`src/cshs_pkg.sv`:
```
package cshs_pkg;

    // Register byte offsets on the AHB-Lite bus
    localparam logic [11:0] CSHS_OFF_CTRL = 12'h000;
    localparam logic [11:0] CSHS_OFF_IRQ_STATUS = 12'h004;
    localparam logic [11:0] CSHS_OFF_IRQ_MASK = 12'h008;

    // Field positions of clock_switch_control_status
    localparam int CSHS_BIT_HOLD = 7;
    localparam int CSHS_BIT_PWR = 6;
    localparam int CSHS_BIT_CUR_RDY = 4;
    localparam int CSHS_BIT_NEW_RDY = 3;

    // Field positions of the interrupt status and mask registers
    localparam int CSHS_IRQ_HOLD = 0;
    localparam int CSHS_IRQ_DONE = 1;
    localparam int CSHS_IRQ_ABORT = 2;
    localparam int CSHS_IRQ_BITS = 3;

    // Width of the oscillator selection code
    localparam int CSHS_SEL_W = 3;

    // Values after reset
    localparam logic CSHS_RST_HOLD = 1'b0;
    localparam logic CSHS_RST_PWR = 1'b0;
    localparam logic [CSHS_SEL_W-1:0] CSHS_RST_OSC = 3'h0;
    localparam logic [CSHS_IRQ_BITS-1:0] CSHS_RST_MASK = 3'h0;
    localparam logic [31:0] CSHS_RST_RDATA = 32'h0000_0000;

    // Synchroniser depth in cycles
    localparam int CSHS_SYNC_STAGES = 2;

    // AHB transfer type bit that marks an active transfer
    localparam int CSHS_HTRANS_ACTIVE = 1;

    // Switch sequencer states, Gray coded along idle, wait, hold
    typedef enum logic [1:0] {
        CSHS_IDLE = 2'b00,
        CSHS_WAIT = 2'b01,
        CSHS_HOLD = 2'b11
    } cshs_state_t;

endpackage

```
`src/cshs_sync.sv`:
```
module cshs_sync
    import cshs_pkg::*;
#(
    parameter int WIDTH = 1
) (
    input wire logic hclk, // System clock
    input wire logic hresetn, // Asynchronous reset, active low
    input wire logic [WIDTH-1:0] async_in, // Level from another domain
    output logic [WIDTH-1:0] sync_out // Level safe to use on hclk
);

    logic [WIDTH-1:0] meta;

    // Two flops; only the second one reads the first
    always_ff @(posedge hclk or negedge hresetn) begin
        if (!hresetn) begin
            meta <= '0;
            sync_out <= '0;
        end else begin
            meta <= async_in;
            sync_out <= meta;
        end
    end

endmodule

```
`src/cshs_flag.sv`:
```
module cshs_flag (
    input wire logic hclk, // System clock
    input wire logic hresetn, // Asynchronous reset, active low
    input wire logic set, // Event pulse from hardware
    input wire logic clr, // Write-one-to-clear pulse from software
    output logic flag // Sticky flag
);

    // Set beats clear so an event in the clearing cycle is kept
    always_ff @(posedge hclk or negedge hresetn) begin
        if (!hresetn) begin
            flag <= 1'b0;
        end else begin
            flag <= set | (flag & ~clr);
        end
    end

endmodule

```
`src/cshs_top.sv`:
```
// Notes on behaviour
// - Hold bit set: stall the switch once new oscillator ready, raise interrupt.
// - Power select bit: one gives high-power, zero low-power secondary oscillator.
// - Current-ready flag: one when clock matches selection, zero mid-switch.
// - New-ready flag: one only while switching and selected oscillator ready.
module cshs_top
    import cshs_pkg::*;
(
    input wire logic hclk, // System clock, 50 MHz
    input wire logic hresetn, // Asynchronous reset, active low
    input wire logic hsel, // AHB slave select
    input wire logic [31:0] haddr, // AHB address
    input wire logic [1:0] htrans, // AHB transfer type
    input wire logic hwrite, // AHB write when high
    input wire logic [2:0] hsize, // AHB size, words only
    input wire logic [31:0] hwdata, // AHB write data
    input wire logic hready, // AHB bus ready
    output logic hreadyout, // Slave ready, always high
    output logic hresp, // Slave response, always OKAY
    output logic [31:0] hrdata, // AHB read data
    input wire logic [CSHS_SEL_W-1:0] new_osc_select, // Requested clock
    input wire logic osc_ready_raw, // Selected oscillator ready, async
    output logic [CSHS_SEL_W-1:0] current_osc, // Clock now in use
    output logic switch_in_progress, // High while a switch is pending
    output logic switch_commit, // Pulse: move system clock now
    output logic secondary_osc_high_power, // Secondary osc power mode
    output logic irq // Level interrupt, unmasked status set
);

    cshs_state_t state;
    cshs_state_t next_state;
    logic osc_ready;
    logic switch_hold_ctl;
    logic secondary_osc_power_sel;
    logic [CSHS_IRQ_BITS-1:0] irq_mask;
    logic [CSHS_IRQ_BITS-1:0] irq_status;
    logic [CSHS_IRQ_BITS-1:0] irq_set;
    logic [CSHS_IRQ_BITS-1:0] irq_clr;
    logic wr_pend;
    logic rd_pend;
    logic [11:0] addr_q;
    logic addr_phase;
    logic wr_ctrl;
    logic wr_stat;
    logic wr_mask;
    logic differ;
    logic do_hold;
    logic do_commit;
    logic do_abort;
    logic current_osc_ready_flag;
    logic new_osc_ready_flag;
    logic [7:0] ctrl_rd;

    // Oscillator ready comes from the analog unit, so it is synchronised
    cshs_sync #(
        .WIDTH(1)
    ) u_sync_ready (
        .hclk(hclk),
        .hresetn(hresetn),
        .async_in(osc_ready_raw),
        .sync_out(osc_ready)
    );

    // Bus is never stalled and never errors
    assign hreadyout = 1'b1;
    assign hresp = 1'b0;
    assign addr_phase = hsel & htrans[CSHS_HTRANS_ACTIVE] & hready;

    // Capture the address phase for the following data phase
    always_ff @(posedge hclk or negedge hresetn) begin
        if (!hresetn) begin
            wr_pend <= 1'b0;
            rd_pend <= 1'b0;
            addr_q <= 12'h000;
        end else if (hready) begin
            wr_pend <= addr_phase & hwrite;
            rd_pend <= addr_phase & ~hwrite;
            addr_q <= haddr[11:0];
        end
    end

    // Write strobes act in the data phase, when hwdata stands
    assign wr_ctrl = wr_pend & (addr_q == CSHS_OFF_CTRL);
    assign wr_stat = wr_pend & (addr_q == CSHS_OFF_IRQ_STATUS);
    assign wr_mask = wr_pend & (addr_q == CSHS_OFF_IRQ_MASK);

    // Sequencer decode
    assign differ = (new_osc_select != current_osc);
    assign do_abort = (state != CSHS_IDLE) & ~differ;
    assign do_hold = (state == CSHS_WAIT) & differ & osc_ready
        & switch_hold_ctl;
    assign do_commit = differ & ~switch_hold_ctl
        & (((state == CSHS_WAIT) & osc_ready)
        | (state == CSHS_HOLD));

    // Next state of the switch sequencer
    always_comb begin
        next_state = state;
        case (state)
            CSHS_IDLE: begin
                if (differ) begin
                    next_state = CSHS_WAIT;
                end
            end
            CSHS_WAIT: begin
                if (do_abort || do_commit) begin
                    next_state = CSHS_IDLE;
                end else if (do_hold) begin
                    next_state = CSHS_HOLD;
                end
            end
            CSHS_HOLD: begin
                if (do_abort || do_commit) begin
                    next_state = CSHS_IDLE;
                end
            end
            default: begin
                next_state = CSHS_IDLE;
            end
        endcase
    end

    // Sequencer state register
    always_ff @(posedge hclk or negedge hresetn) begin
        if (!hresetn) begin
            state <= CSHS_IDLE;
        end else begin
            state <= next_state;
        end
    end

    // Current clock follows the request only on commit
    always_ff @(posedge hclk or negedge hresetn) begin
        if (!hresetn) begin
            current_osc <= CSHS_RST_OSC;
            switch_commit <= 1'b0;
        end else begin
            switch_commit <= do_commit;
            if (do_commit) begin
                current_osc <= new_osc_select;
            end
        end
    end

    // Hold bit: software sets, hardware clears when a switch is dropped;
    // a software write in the same cycle wins so a new hold is not lost
    always_ff @(posedge hclk or negedge hresetn) begin
        if (!hresetn) begin
            switch_hold_ctl <= CSHS_RST_HOLD;
        end else if (wr_ctrl) begin
            switch_hold_ctl <= hwdata[CSHS_BIT_HOLD];
        end else if (do_abort) begin
            switch_hold_ctl <= 1'b0;
        end
    end

    // Secondary oscillator power mode, drives the oscillator directly
    always_ff @(posedge hclk or negedge hresetn) begin
        if (!hresetn) begin
            secondary_osc_power_sel <= CSHS_RST_PWR;
        end else if (wr_ctrl) begin
            secondary_osc_power_sel <= hwdata[CSHS_BIT_PWR];
        end
    end
    assign secondary_osc_high_power = secondary_osc_power_sel;

    // Status flags are derived, so writes cannot touch them
    assign switch_in_progress = (state != CSHS_IDLE);
    assign current_osc_ready_flag = ~switch_in_progress & ~differ;
    assign new_osc_ready_flag = switch_in_progress & osc_ready;

    // Interrupt mask register
    always_ff @(posedge hclk or negedge hresetn) begin
        if (!hresetn) begin
            irq_mask <= CSHS_RST_MASK;
        end else if (wr_mask) begin
            irq_mask <= hwdata[CSHS_IRQ_BITS-1:0];
        end
    end

    // Events: hold reached, switch done, switch dropped
    assign irq_set[CSHS_IRQ_HOLD] = do_hold;
    assign irq_set[CSHS_IRQ_DONE] = do_commit;
    assign irq_set[CSHS_IRQ_ABORT] = do_abort;
    assign irq_clr = wr_stat ? hwdata[CSHS_IRQ_BITS-1:0] : '0;

    // One sticky flag per event
    for (genvar i = 0; i < CSHS_IRQ_BITS; i++) begin : g_flag
        cshs_flag u_flag (
            .hclk(hclk),
            .hresetn(hresetn),
            .set(irq_set[i]),
            .clr(irq_clr[i]),
            .flag(irq_status[i])
        );
    end

    // Level interrupt; combinational from the status and mask flops, not registered
    assign irq = |(irq_status & irq_mask);

    // Control register view; unimplemented bits read zero
    always_comb begin
        ctrl_rd = 8'h00;
        ctrl_rd[CSHS_BIT_HOLD] = switch_hold_ctl;
        ctrl_rd[CSHS_BIT_PWR] = secondary_osc_power_sel;
        ctrl_rd[CSHS_BIT_CUR_RDY] = current_osc_ready_flag;
        ctrl_rd[CSHS_BIT_NEW_RDY] = new_osc_ready_flag;
    end

    // Read mux in the data phase, so a read right after a write sees it;
    // it selects flops and the derived ready flags, unmapped addresses read zero
    always_comb begin
        hrdata = CSHS_RST_RDATA;
        if (rd_pend) begin
            case (addr_q)
                CSHS_OFF_CTRL: begin
                    hrdata = {24'h00_0000, ctrl_rd};
                end
                CSHS_OFF_IRQ_STATUS: begin
                    hrdata = {29'h0, irq_status};
                end
                CSHS_OFF_IRQ_MASK: begin
                    hrdata = {29'h0, irq_mask};
                end
                default: begin
                    hrdata = CSHS_RST_RDATA;
                end
            endcase
        end
    end

    // Checks on the sequencer and register file
    property p_hold_stall;
        @(posedge hclk) disable iff (!hresetn)
        do_hold && !wr_stat |=> state == CSHS_HOLD
            && irq_status[CSHS_IRQ_HOLD] && current_osc == $past(current_osc);
    endproperty
    a_hold_stall: assert property (p_hold_stall)
        else $error("hold not entered or flag not set");

    property p_hold_keeps;
        @(posedge hclk) disable iff (!hresetn)
        state == CSHS_HOLD && switch_hold_ctl && differ
            |=> current_osc == $past(current_osc) && !switch_commit;
    endproperty
    a_hold_keeps: assert property (p_hold_keeps)
        else $error("held switch went ahead");

    property p_release;
        @(posedge hclk) disable iff (!hresetn)
        state == CSHS_HOLD && !switch_hold_ctl && differ
            |=> state == CSHS_IDLE && current_osc == $past(new_osc_select)
            && switch_commit;
    endproperty
    a_release: assert property (p_release)
        else $error("released switch did not complete");

    property p_power;
        @(posedge hclk) disable iff (!hresetn)
        wr_ctrl |=> secondary_osc_high_power == $past(hwdata[CSHS_BIT_PWR]);
    endproperty
    a_power: assert property (p_power)
        else $error("power mode did not follow write");

    property p_cur_ready;
        @(posedge hclk) disable iff (!hresetn)
        differ [*2] |-> !current_osc_ready_flag;
    endproperty
    a_cur_ready: assert property (p_cur_ready)
        else $error("ready flag set during switch");

    property p_new_ready;
        @(posedge hclk) disable iff (!hresetn)
        new_osc_ready_flag |-> switch_in_progress && osc_ready;
    endproperty
    a_new_ready: assert property (p_new_ready)
        else $error("new ready flag set outside switch");

    property p_read_zero;
        @(posedge hclk) disable iff (!hresetn)
        rd_pend && addr_q == CSHS_OFF_CTRL
            |-> hrdata[31:8] == 24'h00_0000 && hrdata[5] == 1'b0
            && hrdata[2:0] == 3'h0;
    endproperty
    a_read_zero: assert property (p_read_zero)
        else $error("unimplemented bits not zero");

    property p_hw_clear;
        @(posedge hclk) disable iff (!hresetn)
        do_abort && !wr_ctrl |=> !switch_hold_ctl && state == CSHS_IDLE;
    endproperty
    a_hw_clear: assert property (p_hw_clear)
        else $error("hold bit not cleared on drop");

    property p_cov_hold;
        @(posedge hclk) disable iff (!hresetn)
        state == CSHS_HOLD && irq;
    endproperty
    c_hold: cover property (p_cov_hold);

    property p_cov_release;
        @(posedge hclk) disable iff (!hresetn)
        state == CSHS_HOLD ##1 switch_commit;
    endproperty
    c_release: cover property (p_cov_release);

    property p_cov_direct;
        @(posedge hclk) disable iff (!hresetn)
        state == CSHS_WAIT && do_commit;
    endproperty
    c_direct: cover property (p_cov_direct);

endmodule

```
`config.mk`:
```
export PLATFORM = sky130hd
export DESIGN_NAME = cshs_top
export DESIGN_NICKNAME = d
export VERILOG_FILES = /design/src/cshs_pkg.sv /design/src/cshs_sync.sv /design/src/cshs_flag.sv /design/src/cshs_top.sv
export SDC_FILE = /design/constraint.sdc
export NUM_CORES = 1
export LEC_CHECK = 0
export BUFFER_PORTS_ARGS = -buffer_cell sky130_fd_sc_hd__buf_2
export CORE_AREA = 2 2 66 68
export DETAILED_ROUTE_END_ITERATION = 7
export DIE_AREA = 0 0 68 70
export PLACE_DENSITY = 0.8
export REMOVE_ABC_BUFFERS = 1
export SLEW_MARGIN = 5
export SYNTH_ARGS = -nofsm -noshare
export SYNTH_HDL_FRONTEND = slang
export SYNTH_SLANG_ARGS = --single-unit
export TNS_END_PERCENT = 100
```
`constraint.sdc`:
```
create_clock -name hclk -period 2.1 [get_ports hclk]
set_input_delay 0.42 -clock hclk [delete_from_list [all_inputs] [get_ports hclk]]
set_output_delay 0.42 -clock hclk [all_outputs]
set_load 0.01 [all_outputs]
```
Yosys cells after proc, flatten, opt, wreduce, memory -nomap -nowiden. Index checks and enable logic that the tools add are counted. Widths: inputs -> output; s select.

Register bits after elaboration: 30. Bits in latches: 0. Memory bits (writable): 0. ROM bits: 0. Output and inout port bits: 41. Logic and storage cells: 70. Memories: 0.

Add/subtract/negate cells: 0. Multiply operators: 0. Divide/modulo/power cells: 0. $lt $le $gt $ge: 0. Eq/ne operators: 8. Shifts and indexed selects: 0. Mux-type cells: 10. Bitwise operators: 31. Reduce and logical (&&, ||, !) cells: 7.

Operators with widths (number): $pmux 8 s3 (1); $and 1x1->1 (19); $eq 12x3->1 const B (1); $eq 12x4->1 const B (1); $logic_not 12->1 (1); $mux 2 (4); $mux 8 (1); $not 1->1 (7); $pmux 2 s3 (1); $or 1x1->1 (4); $reduce_bool 2->1 (2); $and 3x3->3 (1); $mux 3 (1); $ne 3x1->1 const B (1); $ne 3x3->1 (1); $reduce_and 3->1 (1); $reduce_or 3->1 (1); $eq 2x1->1 const B (1); $eq 2x2->1 const B (1); $logic_not 2->1 (1); $mux 1 (2); $ne 2x1->1 const B (1); $ne 2x2->1 const B (1); $logic_or 1x1->1 (1).

Depth between registers and ports, before layout. Gate-level depths: netlist of the first run.

Word-level depth: 7. Depth in mapped cells: 4. Gate-level depth less buffers: 3.

By module. Synthesis of the first run repeated with hierarchy kept, for this count alone.

Cells, all modules: 143. Area total of the unflattened synthesis: 1599.0 um^2.

By module, submodules not included: cshs_top (instances 1, cells an instance 132, area each 1440.1 um^2); cshs_flag (instances 3, cells an instance 3, area each 36.3 um^2); cshs_sync (instances 1, cells an instance 2, area each 50.0 um^2).

Worst setup path after synthesis of the first run. No wires, ideal clock.

Path type: reg-to-output. Start: register addr_q[11]. End: output hrdata[4]. Data arrival time: 1435 ps. Data required time: 1680 ps. Setup slack: 245 ps. Cell stages (with the launch flop): 4. Path through: dfrtp_1 nor4_1 nand4_1 nor3b_1.

Word-level cells in the longest chain between the ends: 3. Elaborated cells between the ends (all ways): 5.

RTL lines: from (decl) (line cshs_top.sv:41) `logic [11:0] addr_q;`; from (signal assigned) (line cshs_top.sv:78) `addr_q <= haddr[11:0];`; $eq 12x4->1, or another cell as far along (line cshs_top.sv:215) `case (addr_q)`; $pmux 8 s3 (*) (line cshs_top.sv:215); $mux 8 (*) (line cshs_top.sv:214) `if (rd_pend) begin`; to (decl) (line cshs_top.sv:20) `output logic [31:0] hrdata,`.

Mark *: on every way between the ends. The rest lies on a longest branch, timed or not.

Final worst setup path of the first run.
Start: register addr_q[0]. End: output hrdata[4].

The elaborated chain is that of the path after synthesis.

==> impl_metrics.json, run 1 <==
{
  "drc_errors": 0,
  "max_freq_ghz": 0.4814,
  "worstSetupStartpointType": "flop",
  "p_leak_uw": 0.0008941,
  "yosysTopAreaCellShare": 0.4854,
  "yosysWarningCount": 0,
  "areaGrowthSynthToFinish_pct": 24.11,
  "boundaryPins": 119,
  "fp.coreArea_um2": 4144,
  "ys.flop_type": "dfrtp_1",
  "synthTopCellsByArea": "dfrtp_1 (49%), mux2_2 (14%), buf_4 (13%), o41ai_1 (2.3%), inv_1 (1.9%)",
  "path_cells": "nor4_4 -> nand4_1 -> buf_4 -> nor3b_2 -> buf_2",
  "ys_types": 28,
  "die_w_um": 68,
  "syn_area_um2": 1546,
  "synth_edf_count": 0,
  "fin_nets": 269,
  "critPathBufInv": 2,
  "crit_family": "simple AND/OR/NAND/NOR gates",
  "hold_buffers": 0,
  "vias": 1135,
  "synth_most_common_cell": "dfrtp_1",
  "cp-end-kind": "output port",
  "die_h_um": 70,
  "syn_area_per_cell_um2": 11.13,
  "synthCells": 139,
  "grt_pass1_wl_um": 5043,
  "clock_path_buffers": 2,
  "finalHoldViolations": 0,
  "final_util": 0.4632,
  "synth_commonest_cells": "dfrtp_1 (30), buf_4 (27), mux2_2 (19), inv_1 (8), nor2_1 (8)",
  "cts_tree": "yes",
  "initialDrtViolationCount": 34,
  "fin_setup_tns_ns": 0,
  "slowest_delay_ns": 0.43,
  "reg2regPathDepth": 4,
  "drt-total-wl_um": 3039,
  "relSlewSlack": 0.5663,
  "worstSetupPathType": "flop to output port",
  "setup_ws_ns": 0.02259,
  "async_reset_ff_frac": 1.000,
  "io_buffers": 40,
  "clk_latency_ns": 0.28,
  "row_count": 24,
  "timing.rr.end": "g_flag[2].u_flag.flag",
  "worstMarginPinSlew_ns": 0.6506,
  "grt_pass1_vias": 1142,
  "power.density_nw_per_um2": 869.0,
  "r2r_setup_slack_ns": 0.17,
  "cp_max_fo": 4,
  "cp_slowest_cell": "dfrtp_2",
  "ir_drop_uv": 487.3,
  "rsz0062_at_grt": "yes",
  "clk_pin_slew_worst_paths_ns": 0.07,
  "finalCritPeriodShare": 0.9892,
  "cap_violations": 0,
  "ys_seq_elements": 30,
  "cts_root_buf": "clkbuf_8",
  "dp_hpwl_um": 2222,
  "fin_cells": 244,
  "drive_gt1_frac": 0.4479,
  "grt_max_degree": 31,
  "finalSetupViolations": 0,
  "avgViaCountPerCell": 4.652,
  "grt_usage": 0.1436,
  "place_ws_ns": 0.1592,
  "fin_skew_ns": 0.009110,
  "gp_congestion": 0.7697,
  "dr.pass1.iters": 4,
  "cp.arrival_ns": 1.66,
  "final.fill_count": 404,
  "hold_class": "primary input to asynchronous set/reset pin",
  "ant_nets": 0,
  "grt.overflow.total": 0,
  "required_ns": 1.68,
  "fin_crit_ns": 2.077,
  "numCtsBuffers": 5,
  "htree_levels": 2,
  "yosys.area.top_type": "dfrtp_1",
  "n_antenna_cell": 0,
  "r2r-start": "addr_q[0]",
  "die_area_um2": 4760,
  "initial_core_util": 0.3732,
  "dp_cells": 232,
  "ys_seq_area_frac": 0.4854,
  "final_max_slew_viol_count": 0,
  "cts_sinks": 30,
  "grt_antenna_before_repair": 0,
  "outcome": "finished clean",
  "wl_per_cell_um": 12.45
}
==> flip-flops by register name (all words and copies together), names as in the netlist <==
signal and cells:
secondary_osc_high_power 1, irq_mask 3, wr_pend 1, addr_q 12, switch_hold_ctl 1, current_osc 3
u_sync_ready.meta 1, switch_commit 1, g_flag.u_flag.flag 3, state 2, u_sync_ready.sync_out 1, rd_pend 1
==> power breakdown <==
| group | internal (uW) | switching [uW] | leakage [uW] | total, uW |
|---|---|---|---|---|
| Clock | 263 | 214 | 0.0000472 | 477 |
| Sequential | 682 | 95.1 | 0.000349 | 777 |
| Combinational | 202 | 212 | 0.000498 | 414 |
| Total | 1150 | 521 | 0.000894 | 1670 |
==> routing by layer <==
layer | up-vias | wire (um) | share of wire | global-route usage
met5 | - | 0 | 0 | 0
met4 | 0 | 74 | 0.024 | 0.08000
met3 | 8 | 213 | 0.070 | 0.05958
met2 | 41 | 1481 | 0.49 | 0.2255
met1 | 542 | 1269 | 0.42 | 0.1608
li1 | 544 | - | - | -
==> placed cells by master, fill, tap and decap left out <==
cell / netlist / layout
a21o_1: 1 / 1
a21oi_1: 1 / 1
a222oi_1: 1 / 1
a22o_1: 1 / 1
a22oi_1: 3 / 3
buf_2: 0 / 40
buf_4: 27 / 9
clkbuf_8: 0 / 6
clkinv_2: 0 / 1
clkinvlp_4: 0 / 1
conb_1: 2 / 27
dfrtp_1: 30 / 28
dfrtp_2: 0 / 2
inv_1: 8 / 8
mux2_2: 19 / 19
mux2i_1: 1 / 1
nand2_1: 4 / 4
nand3_1: 1 / 1
nand3b_1: 1 / 1
nand4_1: 4 / 4
nand4b_1: 1 / 1
nor2_1: 8 / 8
nor3_1: 3 / 2
nor3_2: 0 / 1
nor3b_1: 2 / 1
nor3b_2: 0 / 1
nor4_2: 0 / 1
nor4_4: 0 / 2
nor4b_2: 0 / 2
o21ai_0: 3 / 3
o41ai_1: 4 / 4
or4_1: 2 / 2
or4_4: 1 / 1
or4b_1: 1 / 1
xor2_1: 3 / 3
==> per-stage QoR <==
| stage | area (um2) | hold WS (ns) | power (uW) |
|---|---|---|---|
| detailed placement | 1733 | 0.3372 | 1179 |
| global placement | 1733 | 0.3350 | 1167 |
| CTS | 1869 | 0.1830 | 1671 |
| floorplan | 1430 | 0.1244 | 1013 |
| global route | 1919 | 0.2012 | 1783 |
| finish | 1919 | 0.1588 | 1668 |
==> logic make-up after synthesis <==
family                    synth area share
xor gates and xnor gates           0.01699
muxes                               0.1448
AOI/OAI and AO/OA                  0.06715
buffers and inverters               0.1553
other                             0.004856
and+or+nand+nor                     0.1254
DFF                                 0.4854
==> layout make-up <==
| cell class | count | area [um2] | share of cell area |
|---|---|---|---|
| Sequential cell | 30 | 753.2 | 0.3924 |
| Multi-Input combinational cell | 97 | 708.2 | 0.3690 |
| Timing Repair Buffer | 49 | 267.8 | 0.1395 |
| Clock buffer | 6 | 82.58 | 0.04302 |
| Tap cell | 52 | 65.06 | 0.03390 |
| Inverter | 8 | 30.03 | 0.01565 |
| Clock inverter | 2 | 12.51 | 0.006519 |
==> worst max path at each step <==
stage	start	slack (ns)	endpoint	cells past startpoint
2_1_floorplan	addr_q[11]	0.24	hrdata[4]	3
3_3_place_gp	addr_q[3]	0.14	hrdata[4]	4
3_5_place_dp	addr_q[11]	0.16	hrdata[4]	4
4_1_cts	addr_q[4]	-0.005	hrdata[4]	4
5_1_grt	addr_q[2]	-0.10	hrdata[3]	5
6_report	addr_q[0]	0.02	hrdata[4]	5
==> repair_timing <==
action | CTS | global route
setup endpoints to repair | 6 | 7
resized for setup | 5 | 6
pin swaps | 2 | 3
buffers inserted | 1 | 3
endpoints found under the hold margin | 0 | 0
gates cloned | 0 | 0
==> worst reg2reg max path: stages (launching register included) <==
cell     delay (ns)
dfrtp_2        0.43
buf_4          0.15
or4b_1         0.53
or4_1          0.52
a22o_1         0.19
(Power assumes the default switching activity.)
==> run 2, diff against run 1 <==
- BUFFER_PORTS_ARGS: -buffer_cell sky130_fd_sc_hd__buf_2 -> -buffer_cell sky130_fd_sc_hd__buf_4
==> run 2 against run 1 <==
Net effect:
- final cell count unchanged
- routed wire length increased by 1.2%
- sequential power about the same
- sequential share of layout area decreased by 2.5 points
- design area increased by 6.9%
- critical path depth unchanged
- global-route usage increased by 0.28 points
- combinational power increased by 13%
- register-to-register slack improved by 0.03 ns
- flip-flop and latch count unchanged
- power increased by 9.6%
- critical path type unchanged
- critical endpoint unchanged
==> impl_metrics.json, run 2 (synthesized netlist as in run 1, its figures left out) <==
{
  "fin_skew_ns": 0.007057,
  "boundaryPins": 119,
  "ir_drop_uv": 566.7,
  "final_common_cell": "buf_4",
  "pwr-share-seq": 0.425,
  "whs_ns": 0.06022,
  "critPathBufInv": 2,
  "cp_slowest_cell": "dfrtp_2",
  "pwr-share-comb": 0.255,
  "rsz0062_at_grt": "yes",
  "ant_nets": 0,
  "wl_per_cell_um": 12.61,
  "cap_violations": 0,
  "crit_family": "simple AND/OR/NAND/NOR gates",
  "io_buffers": 40,
  "slowest_delay_ns": 0.44,
  "hold_buffers": 0,
  "grt.overflow.total": 0,
  "power.density_nw_per_um2": 891.0,
  "cp-startpoint": "addr_q[3]",
  "n_antenna_cell": 0,
  "path_cells": "nor4_4 -> nand4_1 -> buf_6 -> nor3b_2 -> buf_4",
  "final_cell_mix": "buf_4 (47), dfrtp_1 (28), conb_1 (27), mux2_2 (19)",
  "hold_class": "primary input to asynchronous set/reset pin",
  "cp-end-kind": "output port",
  "grt_max_degree": 31,
  "fp.coreArea_um2": 4144,
  "finalSetupViolations": 0,
  "fin_crit_ns": 2.071,
  "worstSetupPathType": "flop to output port",
  "die_w_um": 68,
  "fin_nets": 269,
  "drive_gt1_frac": 0.4479,
  "vias": 1134,
  "clk_pin_slew_worst_paths_ns": 0.07,
  "final.fill_count": 389,
  "r2r-start": "addr_q[0]",
  "areaGrowthSynthToFinish_pct": 32.69,
  "power_switching_uw": 550.1,
  "dp_hpwl_um": 2264,
  "numCtsBuffers": 5,
  "cts_root_buf": "clkbuf_8",
  "p_sw_frac": 0.3009,
  "grt_pass1_vias": 1115,
  "drc_errors": 0,
  "required_ns": 1.68,
  "cts_sinks": 30,
  "finalHoldViolations": 0,
  "p_total_uw": 1828,
  "outcome": "finished clean",
  "clk_latency_ns": 0.28,
  "grt_pass1_wl_um": 5161,
  "final_max_slew_viol_count": 0,
  "avgViaCountPerCell": 4.648,
  "gp_congestion": 0.7553,
  "initialDrtViolationCount": 49,
  "htree_levels": 2,
  "initial_core_util": 0.3732,
  "die_area_um2": 4760,
  "finalCritPeriodShare": 0.9864,
  "row_count": 24,
  "die_h_um": 70,
  "grt_usage": 0.1464,
  "grt_antenna_before_repair": 0,
  "clock_path_buffers": 2,
  "cts_tree": "yes",
  "dr.pass1.iters": 4,
  "clkPwrFrac": 0.320,
  "max_freq_ghz": 0.4827,
  "drt-total-wl_um": 3076,
  "p_leak_uw": 0.0009322,
  "cp.arrival_ns": 1.65,
  "worstSetupStartpointType": "flop",
  "top_register": "addr_q",
  "p_int_uw": 1278,
  "largest_reg_flops": 12,
  "cp_max_fo": 5
}
run 2: final cells by class:
cell class	instances	area, um2	share of cell area
Sequential cell	30	753.2	0.3671
Multi-Input combinational cell	97	714.4	0.3482
Timing Repair Buffer	49	375.4	0.1829
Clock buffer	5	68.82	0.03354
Tap cell	52	65.06	0.03171
Clock inverter	3	45.04	0.02195
Inverter	8	30.03	0.01463
run 2: worst paths after layout:
check	depth (start not counted)	slack, ns	endpoint
max reg2reg	4	0.20	g_flag[2].u_flag.flag
min reg2reg	0	0.35	u_sync_ready.sync_out
max in group asynchronous	1	1.73	addr_q[0]
min in group hclk	1	0.24	u_sync_ready.meta
max	5	0.03	hrdata[4]
min	1	0.06	u_sync_ready.sync_out
run 2: what timing repair did:
| action | CTS | global route |
|---|---|---|
| endpoints found under the setup margin | 4 | 7 |
| setup buffers | 2 | 2 |
| pin swaps | 2 | 5 |
| gates resized for setup | 8 | 6 |
run 2: metal layers:
layer,vias to the layer above,share of wire,global-route usage
li1,545,-,-
met1,535,0.41,0.1803
met2,49,0.50,0.2255
met3,5,0.076,0.05314
met4,0,0.015,0.06667
met5,-,0,0
run 2: power groups by stage:
stage / Clock, uW / Combinational (uW) / Sequential, uW
after floorplan: 0 / 233 / 781
after global placement: 0 / 438 / 773
after detailed placement: 0 / 447 / 779
after CTS: 596 / 458 / 775
after global routing: 631 / 515 / 792
final: 585 / 466 / 777
run 2: through the flow:
step                      cells  setup slack, ns    util    TNS [ns]  area (um2)
final                       244          0.02853  0.4952           0        2052
after CTS                   242       -0.0004171  0.4837  -0.0004171        2004
after global placement      232           0.1439  0.4423           0        1833
after global routing        244         -0.07579  0.4952     -0.2717        2052
after detailed placement    232           0.1459  0.4423           0        1833
after floorplan             135           0.2450       -           0        1430
run 2: worst register-to-register path, delay by kind of cell (launching register included):
kind                   cells  cell delay [ns]
AO/OA/AOI/OAI              1             0.19
buffers and inverters      1             0.15
flip-flops                 1             0.42
AND/OR/NAND/NOR            2             1.03
